$ cat src/verilog/flpi_map.svh
// Register offsets, field positions, reset values and vector addresses of the interrupt priority block
`ifndef FLPI_MAP_SVH
`define FLPI_MAP_SVH

`define FLPI_ADDR_ENABLE_MASK    8'ha8
`define FLPI_ADDR_PRIORITY_LOW   8'hb8
`define FLPI_ADDR_PRIORITY_HIGH  8'hb7

`define FLPI_RESET_ENABLE_MASK   8'h00
`define FLPI_RESET_PRIORITY_LOW  7'h00
`define FLPI_RESET_PRIORITY_HIGH 7'h00

`define FLPI_GLOBAL_ENABLE_BIT   7

`define FLPI_BIT_EXT_ZERO        3'h0
`define FLPI_BIT_TIMER_ZERO      3'h1
`define FLPI_BIT_EXT_ONE         3'h2
`define FLPI_BIT_TIMER_ONE       3'h3
`define FLPI_BIT_SERIAL          3'h4
`define FLPI_BIT_TIMER_TWO       3'h5
`define FLPI_BIT_COUNTER_ARRAY   3'h6

// Register bit index per polling position, position 0 in the low three bits
`define FLPI_POLL_ORDER {3'h5, 3'h4, 3'h6, 3'h3, 3'h2, 3'h1, 3'h0}

`define FLPI_VEC_EXT_ZERO        8'h03
`define FLPI_VEC_TIMER_ZERO      8'h0b
`define FLPI_VEC_EXT_ONE         8'h13
`define FLPI_VEC_TIMER_ONE       8'h1b
`define FLPI_VEC_SERIAL          8'h23
`define FLPI_VEC_TIMER_TWO       8'h2b
`define FLPI_VEC_COUNTER_ARRAY   8'h33

`endif

$ cat src/verilog/flpi_pkg.sv
// Types shared by the interrupt priority block
package flpi_pkg;

    typedef logic [1:0] flpi_level_t;

    typedef struct packed {
        logic [7:0]  enableMask;
        logic [6:0]  priLow;
        logic [6:0]  priHigh;
        logic [3:0]  inService;
        logic        irqReq;
        logic [7:0]  vector;
        logic [2:0]  curIdx;
        flpi_level_t curLevel;
        logic [6:0]  hwClear;
        logic [7:0]  rdata;
    } flpi_state_t;

endpackage

$ cat src/verilog/flpi_arbiter.sv
// Picks the highest level pending request, polling order breaking ties
`timescale 1ns/1ps
`include "flpi_map.svh"

module flpi_arbiter #(
    parameter int NUM_SRC = 7
) (
    input  wire logic [NUM_SRC-1:0] request,
    input  wire logic [NUM_SRC-1:0] priLow,
    input  wire logic [NUM_SRC-1:0] priHigh,
    output logic                    found,
    output logic [2:0]              winIdx,
    output flpi_pkg::flpi_level_t   winLevel
);

    localparam logic [3*NUM_SRC-1:0] POLL_ORDER = `FLPI_POLL_ORDER;

    logic [2:0] idx;

    always_comb begin
        found    = 1'b0;
        winIdx   = 3'h0;
        winLevel = 2'h0;
        idx      = 3'h0;
        for (int lv = 3; lv >= 0; lv--) begin
            for (int k = 0; k < NUM_SRC; k++) begin
                idx = POLL_ORDER[k*3 +: 3];
                if (!found && request[idx] && {priHigh[idx], priLow[idx]} == 2'(lv)) begin
                    found    = 1'b1;
                    winIdx   = idx;
                    winLevel = 2'(lv);
                end
            end
        end
    end

endmodule // flpi_arbiter

$ cat src/verilog/flpi_controller.sv
// Four-level nested interrupt priority controller with its three special-function registers
`timescale 1ns/1ps
`include "flpi_map.svh"

module flpi_controller #(
    parameter int NUM_SRC = 7
) (
    input  wire logic                  sys_clk,
    input  wire logic                  resetn,
    input  wire logic                  clkEn,
    input  wire logic [7:0]            sfrAddr,
    input  wire logic                  sfrWrite,
    input  wire logic                  sfrRead,
    input  wire logic [7:0]            sfrWdata,
    output logic [7:0]                 sfrRdata,
    input  wire logic [NUM_SRC-1:0]    srcFlag,
    input  wire logic [1:0]            extEdgeMode,
    output logic                       irqRequest,
    output logic [7:0]                 irqVector,
    output flpi_pkg::flpi_level_t      irqLevel,
    input  wire logic                  cpuAck,
    input  wire logic                  cpuReturn,
    output logic [NUM_SRC-1:0]         hwClear,
    output logic [3:0]                 inServiceLevels
);

    ////////////////////////////////////////////////////////////////////////////
    // State and per-source gating

    flpi_pkg::flpi_state_t st;
    flpi_pkg::flpi_state_t next_st;

    logic [NUM_SRC-1:0]    gatedReq;
    logic                  found;
    logic [2:0]            winIdx;
    flpi_pkg::flpi_level_t winLevel;
    flpi_pkg::flpi_level_t topLevel;
    logic                  eligible;

    genvar g;
    generate
        for (g = 0; g < NUM_SRC; g++) begin : gen_gate
            assign gatedReq[g] = srcFlag[g] & st.enableMask[g]
                               & st.enableMask[`FLPI_GLOBAL_ENABLE_BIT];
        end
    endgenerate

    flpi_arbiter #(
        .NUM_SRC (NUM_SRC)
    ) u_arbiter (
        .request  (gatedReq),
        .priLow   (st.priLow),
        .priHigh  (st.priHigh),
        .found    (found),
        .winIdx   (winIdx),
        .winLevel (winLevel)
    );

    ////////////////////////////////////////////////////////////////////////////
    // Level stack helpers

    always_comb begin
        topLevel = 2'h0;
        for (int i = 0; i < 4; i++) begin
            if (st.inService[i]) begin
                topLevel = 2'(i);
            end
        end
    end

    // Only strictly higher than the top in-service level may be taken
    assign eligible = found && (st.inService == 4'h0 || winLevel > topLevel);

    ////////////////////////////////////////////////////////////////////////////
    // Register selects and level stack events

    logic       selEnable;
    logic       selPriLow;
    logic       selPriHigh;
    logic       wrEnable;
    logic       wrPriLow;
    logic       wrPriHigh;
    logic       ackTaken;
    logic [3:0] topMask;
    logic [3:0] pushMask;
    logic [3:0] popMask;

    assign selEnable  = (sfrAddr == `FLPI_ADDR_ENABLE_MASK);
    assign selPriLow  = (sfrAddr == `FLPI_ADDR_PRIORITY_LOW);
    assign selPriHigh = (sfrAddr == `FLPI_ADDR_PRIORITY_HIGH);
    assign wrEnable   = sfrWrite & selEnable;
    assign wrPriLow   = sfrWrite & selPriLow;
    assign wrPriHigh  = sfrWrite & selPriHigh;

    // An ack only counts while a vector is on offer
    assign ackTaken = st.irqReq & cpuAck;

    // Push and pop never meet on one bit: an accepted level is always above the old top
    genvar lv;
    generate
        for (lv = 0; lv < 4; lv++) begin : gen_level
            assign topMask[lv]  = st.inService[lv] & ((st.inService >> (lv + 1)) == 4'h0);
            assign pushMask[lv] = ackTaken & (st.curLevel == 2'(lv));
            assign popMask[lv]  = cpuReturn & topMask[lv];
        end
    endgenerate

    function automatic logic [7:0] vectorOf(input logic [2:0] idx);
        unique case (idx)
            `FLPI_BIT_EXT_ZERO:      vectorOf = `FLPI_VEC_EXT_ZERO;
            `FLPI_BIT_TIMER_ZERO:    vectorOf = `FLPI_VEC_TIMER_ZERO;
            `FLPI_BIT_EXT_ONE:       vectorOf = `FLPI_VEC_EXT_ONE;
            `FLPI_BIT_TIMER_ONE:     vectorOf = `FLPI_VEC_TIMER_ONE;
            `FLPI_BIT_SERIAL:        vectorOf = `FLPI_VEC_SERIAL;
            `FLPI_BIT_TIMER_TWO:     vectorOf = `FLPI_VEC_TIMER_TWO;
            `FLPI_BIT_COUNTER_ARRAY: vectorOf = `FLPI_VEC_COUNTER_ARRAY;
            default:                 vectorOf = 8'h00;
        endcase
    endfunction

    function automatic logic hwClearable(input logic [2:0] idx, input logic [1:0] edgeMode);
        unique case (idx)
            `FLPI_BIT_TIMER_ZERO, `FLPI_BIT_TIMER_ONE: hwClearable = 1'b1;
            `FLPI_BIT_EXT_ZERO:                        hwClearable = edgeMode[0];
            `FLPI_BIT_EXT_ONE:                         hwClearable = edgeMode[1];
            default:                                   hwClearable = 1'b0;
        endcase
    endfunction

    ////////////////////////////////////////////////////////////////////////////
    // Next state

    always_comb begin
        next_st         = st;
        next_st.hwClear = '0;

        // Register writes
        if (wrEnable) begin
            next_st.enableMask = sfrWdata;
        end
        if (wrPriLow) begin
            next_st.priLow = sfrWdata[6:0];
        end
        if (wrPriHigh) begin
            next_st.priHigh = sfrWdata[6:0];
        end

        // Register reads, unused bit and unmapped addresses read zero
        if (sfrRead) begin
            if (selEnable) begin
                next_st.rdata = st.enableMask;
            end else if (selPriLow) begin
                next_st.rdata = {1'b0, st.priLow};
            end else if (selPriHigh) begin
                next_st.rdata = {1'b0, st.priHigh};
            end else begin
                next_st.rdata = 8'h00;
            end
        end

        // Core takes the vector: pulse the hardware clear of a timer 0/1 or edge-mode external source, stop offering
        if (ackTaken) begin
            if (hwClearable(st.curIdx, extEdgeMode)) begin
                next_st.hwClear[st.curIdx] = 1'b1;
            end
            next_st.irqReq = 1'b0;
        end else begin
            next_st.irqReq   = eligible;
            next_st.curIdx   = winIdx;
            next_st.curLevel = winLevel;
            next_st.vector   = vectorOf(winIdx);
        end

        // Ack pushes its level, return pops the top one; lower levels resume
        if (ackTaken || cpuReturn) begin
            next_st.inService = (st.inService | pushMask) & ~popMask;
        end
    end

    ////////////////////////////////////////////////////////////////////////////
    // State register

    always_ff @(posedge sys_clk or negedge resetn) begin
        if (!resetn) begin
            // Registers to their reset values, the offer and stack cleared
            st.enableMask <= `FLPI_RESET_ENABLE_MASK;
            st.priLow     <= `FLPI_RESET_PRIORITY_LOW;
            st.priHigh    <= `FLPI_RESET_PRIORITY_HIGH;
            st.inService  <= 4'h0;
            st.irqReq     <= 1'b0;
            st.vector     <= 8'h00;
            st.curIdx     <= 3'h0;
            st.curLevel   <= 2'h0;
            st.hwClear    <= 7'h00;
            st.rdata      <= 8'h00;
        end else if (clkEn) begin
            st <= next_st;
        end
    end

    assign sfrRdata        = st.rdata;
    assign irqRequest      = st.irqReq;
    assign irqVector       = st.vector;
    assign irqLevel        = st.curLevel;
    assign hwClear         = st.hwClear;
    assign inServiceLevels = st.inService;

endmodule // flpi_controller

$ cat config.mk
export PLATFORM = sky130hd
export DESIGN_NAME = flpi_controller
export DESIGN_NICKNAME = d
export VERILOG_FILES = /design/src/verilog/flpi_pkg.sv /design/src/verilog/flpi_arbiter.sv /design/src/verilog/flpi_controller.sv
export VERILOG_INCLUDE_DIRS = /design/src /design/src/verilog
export SDC_FILE = /design/constraint.sdc
export NUM_CORES = 1
export LEC_CHECK = 0
export BUFFER_PORTS_ARGS = -buffer_cell sky130_fd_sc_hd__buf_2
export CORE_ASPECT_RATIO = 1.4
export CORE_UTILIZATION = 45
export DETAILED_ROUTE_END_ITERATION = 8
export GPL_ROUTABILITY_DRIVEN = 1
export GPL_TIMING_DRIVEN = 0
export PLACE_DENSITY = 0.68
export SLEW_MARGIN = 20
export SYNTH_ARGS = -nofsm -noshare
export SYNTH_HDL_FRONTEND = slang
export SYNTH_SLANG_ARGS = --single-unit
$ cat constraint.sdc
create_clock -name sys_clk -period 3.37 [get_ports sys_clk]
set_clock_uncertainty 0.05 [all_clocks]
set_input_delay 0.1685 -clock sys_clk [delete_from_list [all_inputs] [get_ports sys_clk]]
set_output_delay 0.1685 -clock sys_clk [all_outputs]
set_load 0.01 [all_outputs]
==> metrics.txt, run 1 <==
number of cells on the worst reg-to-reg path=11; Yosys cell types=53; ys flop type=dfrtp_1; internal power summed over all cells=0.000912 W; number of CTS-inserted buffers=5; drt first-iter violations=roughly 130; Worst setup startpoint=st[54]$_DFFE_PN0P_; number of vias in the routed layout=2580; number of antenna violations at the first check in global routing=0; net load switching power=0.000269 W; run status=finished clean; area overhead of the layout relative to synthesis=16.9%; routability congestion estimate=between 0.9 and 1; type of the most critical hold path=input pin to register; total global routing overflow=0; Post-Synth Simple-Gate Area=21.2%; maximum clock path buffer count=2; CTS sink cnt=51; io pins=62; port buffer count=57; maximum fanout encountered on the critical timing path=10; netlist area before placement=0.00304 mm²; area taken by multi-input logic gates=0.00146 mm²; sequential share of power=between 50% and 60%; RSZ-0062 raised after global routing=false; count of endpoints failing hold in the final timing report=0; Detail Route Antenna Nets=0; synth warn=0; most common library cell in the layout ignoring fill and taps=buf_2; Finished Core Util=54.2%; final sum of negative setup slack=0 ns; setup slack, reg-to-reg=roughly 0.5 ns; combinational share of power=8.7%; die width=just over 70 µm; cell at the root of the clock tree=clkbuf_8; area after detailed placement=0.00343 mm²; proportion of layout cells with a drive suffix above 1=31.1%; vias per cell=5.50; Synth async-reset ratio=100%; die outline height=99.3 µm; P per Cell Area=between 300 and 400 mW/mm²; dominant combinational cell family by area after synthesis=simple AND/OR/NAND/NOR gates; part of the cycle the worst path needs=85.6%; fill cell total of the finished layout=620; Initial DRT Pass Iterations=4; post-cts resize count=0; sw frac=a little under a quarter; pin count of the biggest net entering global routing=52; Startpoint Class=register; IR drop worst, VDD=0.165 mV; die area=0.00710 mm²; count of hold-fix buffers inserted at cts=1; std cell rows=35; Static Leak=~1.8 nW; Post-Syn Area per Cell=9.30 µm²; buffers inserted by post-CTS timing repair=0; synthesized flop and latch total=between 50 and 60; RR Endpoint=irqRequest$_DFFE_PN0P_; capturing element of the worst setup path=irqRequest$_DFFE_PN0P_; Fmax=347 MHz; max capacitance violation total=0; endpoint type of the worst setup path=register; core region area=0.00657 mm²; initial standard-cell utilization of the core=a little under half; worst hold slack across all endpoints=a little under 0.05 ns; remaining max-slew budget at the tightest pin=47.9%; wirelength, routed=a little under 7000 µm; Final HPWL DP=~5300 µm; global-route wire length before repair=between 10000 and 15000 µm; commonest cells after routing, fill and taps aside=buf_2 (57), dfrtp_1 (51), nor2_1 (34); critical path class=register to register; adder-cell share of the synthesized area=0.823%; fraction of synthesized cell area in xor and xnor cells=0%; Gate Count Post-Synth=327; Nets=428; # setup viols final=0; antenna fix cells=0; start of the worst register-to-register path=st[54]$_DFFE_PN0P_; worst skew pair latency=0.30 ns; clock tree from TritonCTS=yes; final design instance area without fill=0.00356 mm²; number of global-route vias before repair=2589; global routing usage summed across all routing layers=a little over a fifth; maximum level of the CTS H-tree=2; share of the yosys chip area belonging to registers=42.0%; clock period minus final worst setup slack=2.88 ns; total area of sequential cells=0.00128 mm²; Worst Hold Path Cells=3; number of enable flip-flop cells after synthesis=0; average detailed-routed wire length per instance=14.7 µm; Worst Tran Pin Value=0.779 ns; complex-gate fraction of the synthesized area=16.0%; Residual DRC=0; Worst Path Required=3.50 ns; Clock Power Share=around 37%; Crit path arrival time=3.02 ns; final-report max-slew violation count=0; proportion of synthesized area in mux cells=9.71%; clock-pin slew of the registers on the worst-case setup and hold paths=around 0.1 ns
==> synthesized netlist by cell type, types with 3 or more instances <==
master     n  area, µm²
inv_1     12       45.0
mux2_2    20        225
nand4_1    9       56.3
nand2_1   24       90.1
mux2i_1    7       70.1
nand4b_1   5       43.8
dfrtp_1   51       1280
buf_4     29        218
a22o_1     3       26.3
a21oi_1   19       95.1
o211ai_1   3       22.5
nor3_1     5       25.0
nand3_1    9       45.0
and4b_1    7       70.1
o21ai_0   17       85.1
nor2_1    34        128
a211oi_1   4       30.0
a31oi_1    6       37.5
o22ai_1    8       50.1
and4_1     4       35.0
a22oi_1    4       30.0
nor2b_1    3       18.8
clkbuf_1   9       33.8
==> power by group through the flow <==
stage / clock [W] / combinational, W / sequential, W
final: 0.000435 / 0.000102 / 0.000644
after global routing: 0.000471 / 0.000116 / 0.000646
after CTS: 0.000448 / 0.000104 / 0.000643
after detailed placement: 0 / 0.000103 / 0.000655
after global placement: 0 / 0.000101 / 0.000655
after floorplan: 0 / 0.0000532 / 0.000651
==> layer usage <==
metal | vias up | share of wire (%) | GRT usage, %
met2 | 72 | 52 | 38.3
li1 | 1297 | - | -
met4 | 0 | 2.0 | 7.09
met1 | 1199 | 42 | 25.7
met5 | - | 0 | 0
met3 | 12 | 3.3 | 2.84
==> worst max-delay path, cell delays in order (launching register included) <==
cell	delay (ns)
dfrtp_1	0.50
clkbuf_2	0.23
and4_1	0.19
a22oi_1	0.33
nand4_1	0.26
nor2_1	0.30
inv_1	0.08
ha_1	0.31
a21oi_1	0.13
a21oi_1	0.05
o21ai_0	0.23
o22ai_1	0.10
==> through the flow <==
stage	total power, W	setup slack [ns]	std cells
detailed placement	0.000758	0.494	460
global route	0.00123	0.208	469
finish	0.00118	0.486	469
floorplan	0.000704	1.05	329
global placement	0.000755	0.511	460
CTS	0.00120	0.468	469
==> cell type report <==
cell class	instances	share of cell area (%)
multi-input cells	225	41.1
clock buffers	6	2.32
repair buffers	58	8.37
clock inverters	2	0.985
plain buffers	41	7.46
flip-flops and latches	51	35.9
well taps	74	2.60
inverters	12	1.27
==> cell families (layout without fill, tap and decap cells) <==
| group | after synthesis | after routing |
|---|---|---|
| compound gates | 76 | 76 |
| fa+ha+maj | 2 | 2 |
| buf+inv | 53 | 119 |
| flops | 51 | 51 |
| mux | 27 | 27 |
| other cells | 1 | 3 |
| simple gates | 117 | 117 |
==> worst min path at each step <==
stage,startpoint,to
finish,extEdgeMode[1],hwClear[2]$_DFFE_PN0P_
detailed placement,resetn,hwClear[6]$_DFFE_PN0P_
global placement,sfrWdata[7],st[54]$_DFFE_PN0P_
floorplan,resetn,hwClear[0]$_DFFE_PN0P_
CTS,extEdgeMode[1],hwClear[2]$_DFFE_PN0P_
global route,sfrWdata[7],st[54]$_DFFE_PN0P_
==> sequential cells by signal, indices dropped and copies added (netlist names) <==
| name | flops |
|---|---|
| irqVector | 4 |
| inServiceLevels | 4 |
| hwClear | 7 |
| sfrRdata | 8 |
| irqRequest | 1 |
| irqLevel | 2 |
| st | 25 |
Power figures use the tool's default switching activity.
==> run 2: changes to the inputs <==
--- a/config.mk
+++ b/config.mk
@@ -6,13 +6,12 @@
 export SDC_FILE = /design/constraint.sdc
 export NUM_CORES = 1
 export LEC_CHECK = 0
-export BUFFER_PORTS_ARGS = -buffer_cell sky130_fd_sc_hd__buf_2
 export CORE_ASPECT_RATIO = 1.4
 export CORE_UTILIZATION = 45
 export DETAILED_ROUTE_END_ITERATION = 8
+export DONT_BUFFER_PORTS = 1
 export GPL_ROUTABILITY_DRIVEN = 1
 export GPL_TIMING_DRIVEN = 0
-export PLACE_DENSITY = 0.68
 export SLEW_MARGIN = 20
 export SYNTH_ARGS = -nofsm -noshare
 export SYNTH_HDL_FRONTEND = slang
==> run 2 against run 1 <==
Die area did not move. Total power rose by 4.4%. Setup slack improved by 0.029 ns. Critical path depth did not move. Sequential share of layout area up 1.5 points. Critical path type unchanged. Largest cell class unchanged. Largest power group unchanged.
==> metrics.txt, run 2 (synthesis results as in run 1) <==
run status=finished clean (unchanged); slowest stage cell, crit path=dfrtp_1 (unchanged); maximum fanout encountered on the critical timing path=10 (unchanged); Initial DRT Pass Iterations=4 (unchanged); worst skew pair latency=0.31 ns (was 0.30 ns); wirelength, routed=6970 µm (was 6900 µm); final total power=0.00123 W (was 0.00118 W); type of the most critical hold path=input pin to register (unchanged); Nets=382 (was 428); total global routing overflow=0 (unchanged); Worst Path Required=3.50 ns (about the same); remaining max-slew budget at the tightest pin=47.0% (was 47.9%); number of antenna violations at the first check in global routing=0 (unchanged); part of the cycle the worst path needs=84.7% (was 85.6%); setup slack, reg-to-reg=0.51 ns (was 0.49 ns); clock tree from TritonCTS=yes (unchanged); Static Leak=1.58 nW (was 1.77 nW); count of endpoints failing hold in the final timing report=0 (unchanged); pin count of the biggest net entering global routing=52 (unchanged); Fmax=350 MHz (was 347 MHz); Worst Tran Pin Value=0.792 ns (was 0.779 ns); number of vias in the routed layout=2428 (was 2580); maximum clock path buffer count=2 (unchanged); routability congestion estimate=0.933 (was 0.949); met2 usage in global routing=38.5% (was 38.3%); Crit path max-delay family=compound AO/OA/AOI/OAI gates (unchanged); final-report max-slew violation count=0 (unchanged); IR drop worst, VDD=0.283 mV (was 0.165 mV); global routing usage summed across all routing layers=20.5% (was 21.2%); start of the worst register-to-register path=st[54]$_DFFE_PN0P_ (unchanged); core region area=0.00657 mm² (unchanged); register containing the most flip-flops in the final layout=st (unchanged); P per Cell Area=361 mW/mm² (was 332 mW/mm²); average detailed-routed wire length per instance=16.5 µm (was 14.7 µm); port buffer count=0 (was 57); Most Used Layer, Global Route=met2 (unchanged); io pins=62 (unchanged); proportion of layout cells with a drive suffix above 1=18.9% (was 31.1%); worst hold slack across all endpoints=0.00461 ns (was 0.0481 ns); Largest register FFs=25 (unchanged); number of CTS-inserted buffers=5 (unchanged); Residual DRC=0 (unchanged); longest individual stage delay on the worst path=0.49 ns (was 0.50 ns); die area=0.00710 mm² (unchanged); endpoint type of the worst setup path=register (unchanged); clock-pin slew of the registers on the worst-case setup and hold paths=0.09 ns (was 0.10 ns); buffers inserted by post-CTS timing repair=0 (unchanged); Worst Hold Path EP=inServiceLevels[3]$_DFFE_PN0P_ (was hwClear[2]$_DFFE_PN0P_); series of cell instances along the critical path=clkbuf_2 > and4_1 > a22oi_1 > nand4_1 > nor2_1 > inv_1 > ha_1 > a21oi_1 > a21oi_1 > o21ai_0 > o22ai_1 (unchanged); count of hold-fix buffers inserted at cts=12 (was 1); Hold Crit Start=cpuReturn (was extEdgeMode[1]); drt first-iter violations=73 (was 126); post-cts resize count=0 (unchanged); # setup viols final=0 (unchanged); maximum level of the CTS H-tree=2 (unchanged); max capacitance violation total=0 (unchanged); Detail Route Antenna Nets=0 (unchanged); RSZ-0062 raised after global routing=false (unchanged); cell at the root of the clock tree=clkbuf_8 (unchanged); Finished Core Util=51.9% (was 54.2%); area overhead of the layout relative to synthesis=12.2% (was 16.9%); critical path class=register to register (unchanged); final sum of negative setup slack=0 ns (unchanged); clock period minus final worst setup slack=2.86 ns (was 2.88 ns); Crit path arrival time=2.99 ns (was 3.02 ns); number of global-route vias before repair=2387 (was 2589); Final HPWL DP=5200 µm (was 5280 µm); placed cells=403 (was 460); number of cells on the worst reg-to-reg path=11 (unchanged); std cell rows=35 (unchanged); global-route wire length before repair=11300 µm (was 12000 µm); initial standard-cell utilization of the core=46.3% (unchanged); vias per cell=5.74 (was 5.50); fill cell total of the finished layout=628 (was 620); met1 usage=23.1% (was 25.7%); die outline height=99.3 µm (unchanged); antenna fix cells=0 (unchanged); die width=71.5 µm (unchanged); RR Endpoint=irqRequest$_DFFE_PN0P_ (unchanged); post-layout instance count excluding filler cells=423 (was 469); Startpoint Class=register (unchanged); Worst Hold Path Cells=3 (unchanged); most common library cell in the layout ignoring fill and taps=dfrtp_1 (was buf_2); global-route track usage on met3=3.75% (was 2.84%); CP most frequent cell=a21oi_1 (unchanged); crit path buf inv count=2 (unchanged); CTS sink cnt=51 (unchanged); commonest cells after routing, fill and taps aside=dfrtp_1 (51), nor2_1 (34), buf_4 (29) (was buf_2 (57), dfrtp_1 (51), nor2_1 (34))
-- run 2: metrics by stage --
stage / worst slack (ns) / cell area, µm²
detailed placement: 0.497 / 3140
floorplan: 1.05 / 3050
finish: 0.514 / 3410
CTS: 0.492 / 3410
global route: 0.251 / 3410
global placement: 0.514 / 3140
-- run 2: how the worst max path moves through the flow --
stage / from / to / slack [ns] / depth (start not counted)
global route: st[54]$_DFFE_PN0P_ / irqRequest$_DFFE_PN0P_ / 0.25 / 11
finish: st[54]$_DFFE_PN0P_ / irqRequest$_DFFE_PN0P_ / 0.51 / 11
detailed placement: st[54]$_DFFE_PN0P_ / irqRequest$_DFFE_PN0P_ / 0.50 / 11
CTS: st[54]$_DFFE_PN0P_ / irqRequest$_DFFE_PN0P_ / 0.49 / 11
global placement: st[54]$_DFFE_PN0P_ / irqRequest$_DFFE_PN0P_ / 0.51 / 11
floorplan: st[54]$_DFFE_PN0P_ / irqRequest$_DFFE_PN0P_ / 1.05 / 12
-- run 2: worst register-to-register path: cells and delay by family, from the launching register on --
kind	cells	cell delay (ns)
AOI/OAI and AO/OA	5	0.86
and+or+nand+nor	3	0.72
DFF	1	0.49
buffers and inverters	2	0.31
adders and majority gates	1	0.31
-- run 2: per-layer routing --
| metal | wire length [µm] | part of all wire [%] | up-vias |
|---|---|---|---|
| met2 | 3680 | 53 | 58 |
| li1 | - | - | 1216 |
| met4 | 127 | 1.8 | 0 |
| met5 | 0 | 0 | - |
| met3 | 270 | 3.9 | 10 |
| met1 | 2890 | 41 | 1144 |
-- run 2: cell type report --
class,instances,area (µm²),share of cell area [%]
Multi-Input combinational cell,225,1460,42.9
Sequential cell,51,1280,37.4
Buffer,41,265,7.77
Timing Repair Buffer,12,138,4.03
Tap cell,74,92.6,2.71
Clock buffer,6,72.6,2.13
Clock inverter,2,60.1,1.76
Inverter,12,45.0,1.32
-- run 2: report_power, final --
part | switching, W | total [W] | internal (W)
Clock | 0.000203 | 0.000499 | 0.000297
Combinational | 0.0000495 | 0.0000902 | 0.0000407
Sequential | 0.0000172 | 0.000643 | 0.000626
==> run 3: changes to the inputs <==
--- a/config.mk
+++ b/config.mk
@@ -6,6 +6,7 @@
 export SDC_FILE = /design/constraint.sdc
 export NUM_CORES = 1
 export LEC_CHECK = 0
+export ABC_AREA = 1
 export CORE_ASPECT_RATIO = 1.4
 export CORE_UTILIZATION = 45
 export DETAILED_ROUTE_END_ITERATION = 8
==> constraint.sdc (replaced) <==
create_clock -name sys_clk -period 2.81 [get_ports sys_clk]
set_clock_uncertainty 0.05 [all_clocks]
set_input_delay 0.1405 -clock sys_clk [delete_from_list [all_inputs] [get_ports sys_clk]]
set_output_delay 0.1405 -clock sys_clk [all_outputs]
set_load 0.01 [all_outputs]
==> run 3 against run 2 <==
The flow now finishes with violations (setup timing). Routed wire length up 28%. Non-clock buffer count up 48. Utilization rose by 11 points. Setup slack worse by 0.65 ns. Fmax down 3.1%. First-iteration DRC count increased by 120%. Cell count rose by 35%. Combinational power grew to 3.1 times the previous value. Sequential share of layout area is 6.3 points lower. Worst hold slack better by 0.0011 ns. Critical endpoint is now irqVector[3]$_DFFE_PN0P_. Largest power group unchanged. Highest routed layer unchanged.
==> metrics.txt, run 3 <==
worst skew pair latency=0.31 ns (about the same); fill cell total of the finished layout=582 (was 628); synth warn=0 (unchanged); Startpoint Class=register (unchanged); total area of sequential cells=0.00128 mm² (about the same); total global routing overflow=0 (unchanged); post-layout instance count excluding filler cells=569 (was 423); Detail Route Antenna Nets=0 (unchanged); pin count of the biggest net entering global routing=52 (unchanged); Gate Count Post-Synth=418 (was 327); global-route wire length before repair=14400 µm (was 11300 µm); most numerous cell types in the synthesized netlist=nand2_1 (93), inv_1 (62), dfrtp_1 (51), nor2_1 (39), o21ai_0 (39) (was dfrtp_1 (51), nor2_1 (34), buf_4 (29), nand2_1 (24), mux2_2 (20)); Crit path max-delay family=simple AND/OR/NAND/NOR gates (was compound AO/OA/AOI/OAI gates); Worst Tran Pin Value=0.541 ns (was 0.792 ns); cell at the root of the clock tree=clkbuf_8 (unchanged); number of CTS-inserted buffers=5 (unchanged); Crit path arrival time=3.10 ns (was 2.99 ns); clock period minus final worst setup slack=2.95 ns (was 2.86 ns); IR drop worst, VDD=0.230 mV (was 0.283 mV); Static Leak=2.11 nW (was 1.58 nW); most common library cell in the layout ignoring fill and taps=nand2_1 (was dfrtp_1); Largest register FFs=25 (unchanged); netlist area before placement=0.00306 mm² (was 0.00304 mm²); Worst setup startpoint=st[54]$_DFFE_PN0P_ (unchanged); port buffer count=0 (unchanged); start of the worst register-to-register path=st[54]$_DFFE_PN0P_ (unchanged); count of endpoints failing hold in the final timing report=0 (unchanged); share of the yosys chip area belonging to registers=41.7% (was 42.0%); Critical Path Stages=20 (was 11); # setup viols final=5 (was 0); number of vias in the routed layout=3025 (was 2428); count leader, synth=nand2_1 (was dfrtp_1); Hold Crit Start=cpuAck (was cpuReturn); global routing usage summed across all routing layers=26.2% (was 20.5%); placed cells=494 (was 403); max capacitance violation total=0 (unchanged); number of antenna violations at the first check in global routing=0 (unchanged); proportion of layout cells with a drive suffix above 1=29.1% (was 18.9%); final design instance area without fill=0.00410 mm² (was 0.00341 mm²); die area=0.00714 mm² (was 0.00710 mm²); synthesized flop and latch total=51 (unchanged); Nets=528 (was 382); Worst Hold Path Cells=2 (was 3); P per Cell Area=397 mW/mm² (was 361 mW/mm²); die outline height=99.6 µm (was 99.3 µm); maximum fanout encountered on the critical timing path=7 (was 10); io pins=62 (unchanged); ys flop type=dfrtp_1 (unchanged); area after detailed placement=0.00316 mm² (was 0.00314 mm²); vias per cell=5.32 (was 5.74); part of the cycle the worst path needs=105% (was 84.7%); average detailed-routed wire length per instance=15.7 µm (was 16.5 µm); area overhead of the layout relative to synthesis=34.1% (was 12.2%); area taken by multi-input logic gates=0.00155 mm² (was 0.00146 mm²); die width=71.7 µm (was 71.5 µm); Final HPWL DP=6050 µm (was 5200 µm); longest individual stage delay on the worst path=0.54 ns (was 0.49 ns); initial standard-cell utilization of the core=46.6% (was 46.3%); drt first-iter violations=164 (was 73); run status=complete, but fails checks (was finished clean); Synth async-reset ratio=100% (unchanged); maximum level of the CTS H-tree=2 (unchanged); setup slack, reg-to-reg=-0.14 ns (was 0.51 ns); area share of the largest cell type after synthesis=41.7% (was 42.0%); slowest stage cell, crit path=dfrtp_2 (was dfrtp_1); CTS sink cnt=51 (unchanged); endpoint type of the worst setup path=register (unchanged); critical path class=register to register (unchanged); series of cell instances along the critical path=clkinv_4 > nor2_4 > nand2_4 > nand2_4 > buf_6 > buf_4 > buf_4 > buf_4 > buf_4 > buf_4 > nor3_1 > a21oi_2 > o2111ai_4 > nand3b_1 > a31oi_1 > o21ai_1 > nor2_1 > nand2_1 > nand2_2 > nand2_1 (was clkbuf_2 > and4_1 > a22oi_1 > nand4_1 > nor2_1 > inv_1 > ha_1 > a21oi_1 > a21oi_1 > o21ai_0 > o22ai_1); clock tree from TritonCTS=yes (unchanged); maximum clock path buffer count=2 (unchanged); core region area=0.00657 mm² (unchanged); register containing the most flip-flops in the final layout=st (unchanged); Worst Path Required=2.96 ns (was 3.50 ns); failing checks=setup timing; routability congestion estimate=0.981 (was 0.933); Initial DRT Pass Iterations=5 (was 4); Residual DRC=0 (unchanged); CP most frequent cell=buf_4 (was a21oi_1); commonest cells after routing, fill and taps aside=nand2_1 (85), buf_4 (77), inv_1 (60) (was dfrtp_1 (51), nor2_1 (34), buf_4 (29)); number of enable flip-flop cells after synthesis=0 (unchanged); top cells by area, synth=dfrtp_1 (42%), nand2_1 (11%), inv_1 (7.6%), buf_4 (7.1%), o21ai_0 (6.4%) (was dfrtp_1 (42%), mux2_2 (7.4%), buf_4 (7.2%), nor2_1 (4.2%), a21oi_1 (3.1%)); antenna fix cells=0 (unchanged); std cell rows=35 (unchanged); remaining max-slew budget at the tightest pin=63.6% (was 47.0%); wirelength, routed=8930 µm (was 6970 µm); Fmax=339 MHz (was 350 MHz); number of global-route vias before repair=3135 (was 2387); Yosys cell types=34 (was 53); fin worst setup slack=-0.138 ns (was 0.514 ns); largest area contributor in the synthesized netlist=dfrtp_1 (unchanged); number of cells on the worst reg-to-reg path=20 (was 11); Post-Syn Area per Cell=7.32 µm² (was 9.30 µm²); clock-pin slew of the registers on the worst-case setup and hold paths=0.09 ns (about the same); crit path buf inv count=7 (was 2); type of the most critical hold path=input pin to register (unchanged); RSZ-0062 raised after global routing=true (was false); final-report max-slew violation count=0 (unchanged)
## run 3: cell count changes in the layout (fill, tap and decap cells not counted), sizes merged, moves of 12 or more
cell	delta
nor2	+12
mux2	-20
inv	+52
buf	+48
nand2	+70
o21ai	+22
a21oi	-12
## run 3: metal layers
layer,wire [µm],GRT usage [%],vias to the layer above
met2,4750,48.3,97
met4,496,17.0,0
met5,0,0,-
li1,-,-,1489
met3,402,4.76,37
met1,3270,26.3,1402
## run 3: area by class of cell
cell class,instances,area share (%)
Buffer,34,5.79
Tap cell,74,2.26
Clock inverter,2,0.854
Inverter,66,6.28
Clock buffer,6,2.01
Timing Repair Buffer,67,13.9
Multi-Input combinational cell,269,37.8
Sequential cell,51,31.1
## run 3: cell families (layout without fill, tap and decap cells)
kind of cell	Yosys count	after routing	share of synthesized area, %
other cells	1	3	0.123
flops	51	51	41.7
simple gates	196	196	28.5
buf+inv	100	175	15.9
fa+ha+maj	2	2	0.818
compound gates	68	68	13.0
## run 3: final timing paths
check	endpoint
worst max-delay path	irqVector[3]$_DFFE_PN0P_
max in group asynchronous	st[54]$_DFFE_PN0P_
worst max register to register	irqVector[3]$_DFFE_PN0P_
min in group asynchronous	hwClear[2]$_DFFE_PN0P_
worst min-delay path	hwClear[2]$_DFFE_PN0P_
worst min register to register	irqVector[5]$_DFFE_PN0P_
## run 3: metrics by stage
stage | hold WS (ns) | setup TNS (ns) | setup slack [ns] | util (%) | total power, W
2_1_floorplan | -0.205 | 0 | 0.257 | - | 0.00100
3_3_place_gp | -0.204 | -0.374 | -0.374 | 48.1 | 0.00104
3_5_place_dp | -0.204 | -0.366 | -0.366 | 48.1 | 0.00104
4_1_cts | 0.00564 | -0.188 | -0.0914 | 59.7 | 0.00164
5_1_grt | 0.0327 | -1.96 | -0.395 | 62.5 | 0.00172
6_report | 0.00572 | -0.584 | -0.138 | 62.5 | 0.00163
## run 3: power breakdown
| group | internal (W) | switching [W] | total, W |
|---|---|---|---|
| registers | 0.000775 | 0.0000448 | 0.000819 |
| clock network | 0.000288 | 0.000245 | 0.000533 |
| logic | 0.000122 | 0.000154 | 0.000276 |
| total | 0.00119 | 0.000444 | 0.00163 |
## run 3: what timing repair did
item | in CTS | in global routing
resized for setup | 38 | 28
setup buffers | 41 | 11
gates cloned | 0 | 0
hold endpoints to repair | 80 | 0
pin swaps | 29 | 37
setup endpoints to repair | 3 | 7
hold buffers | 18 | 0
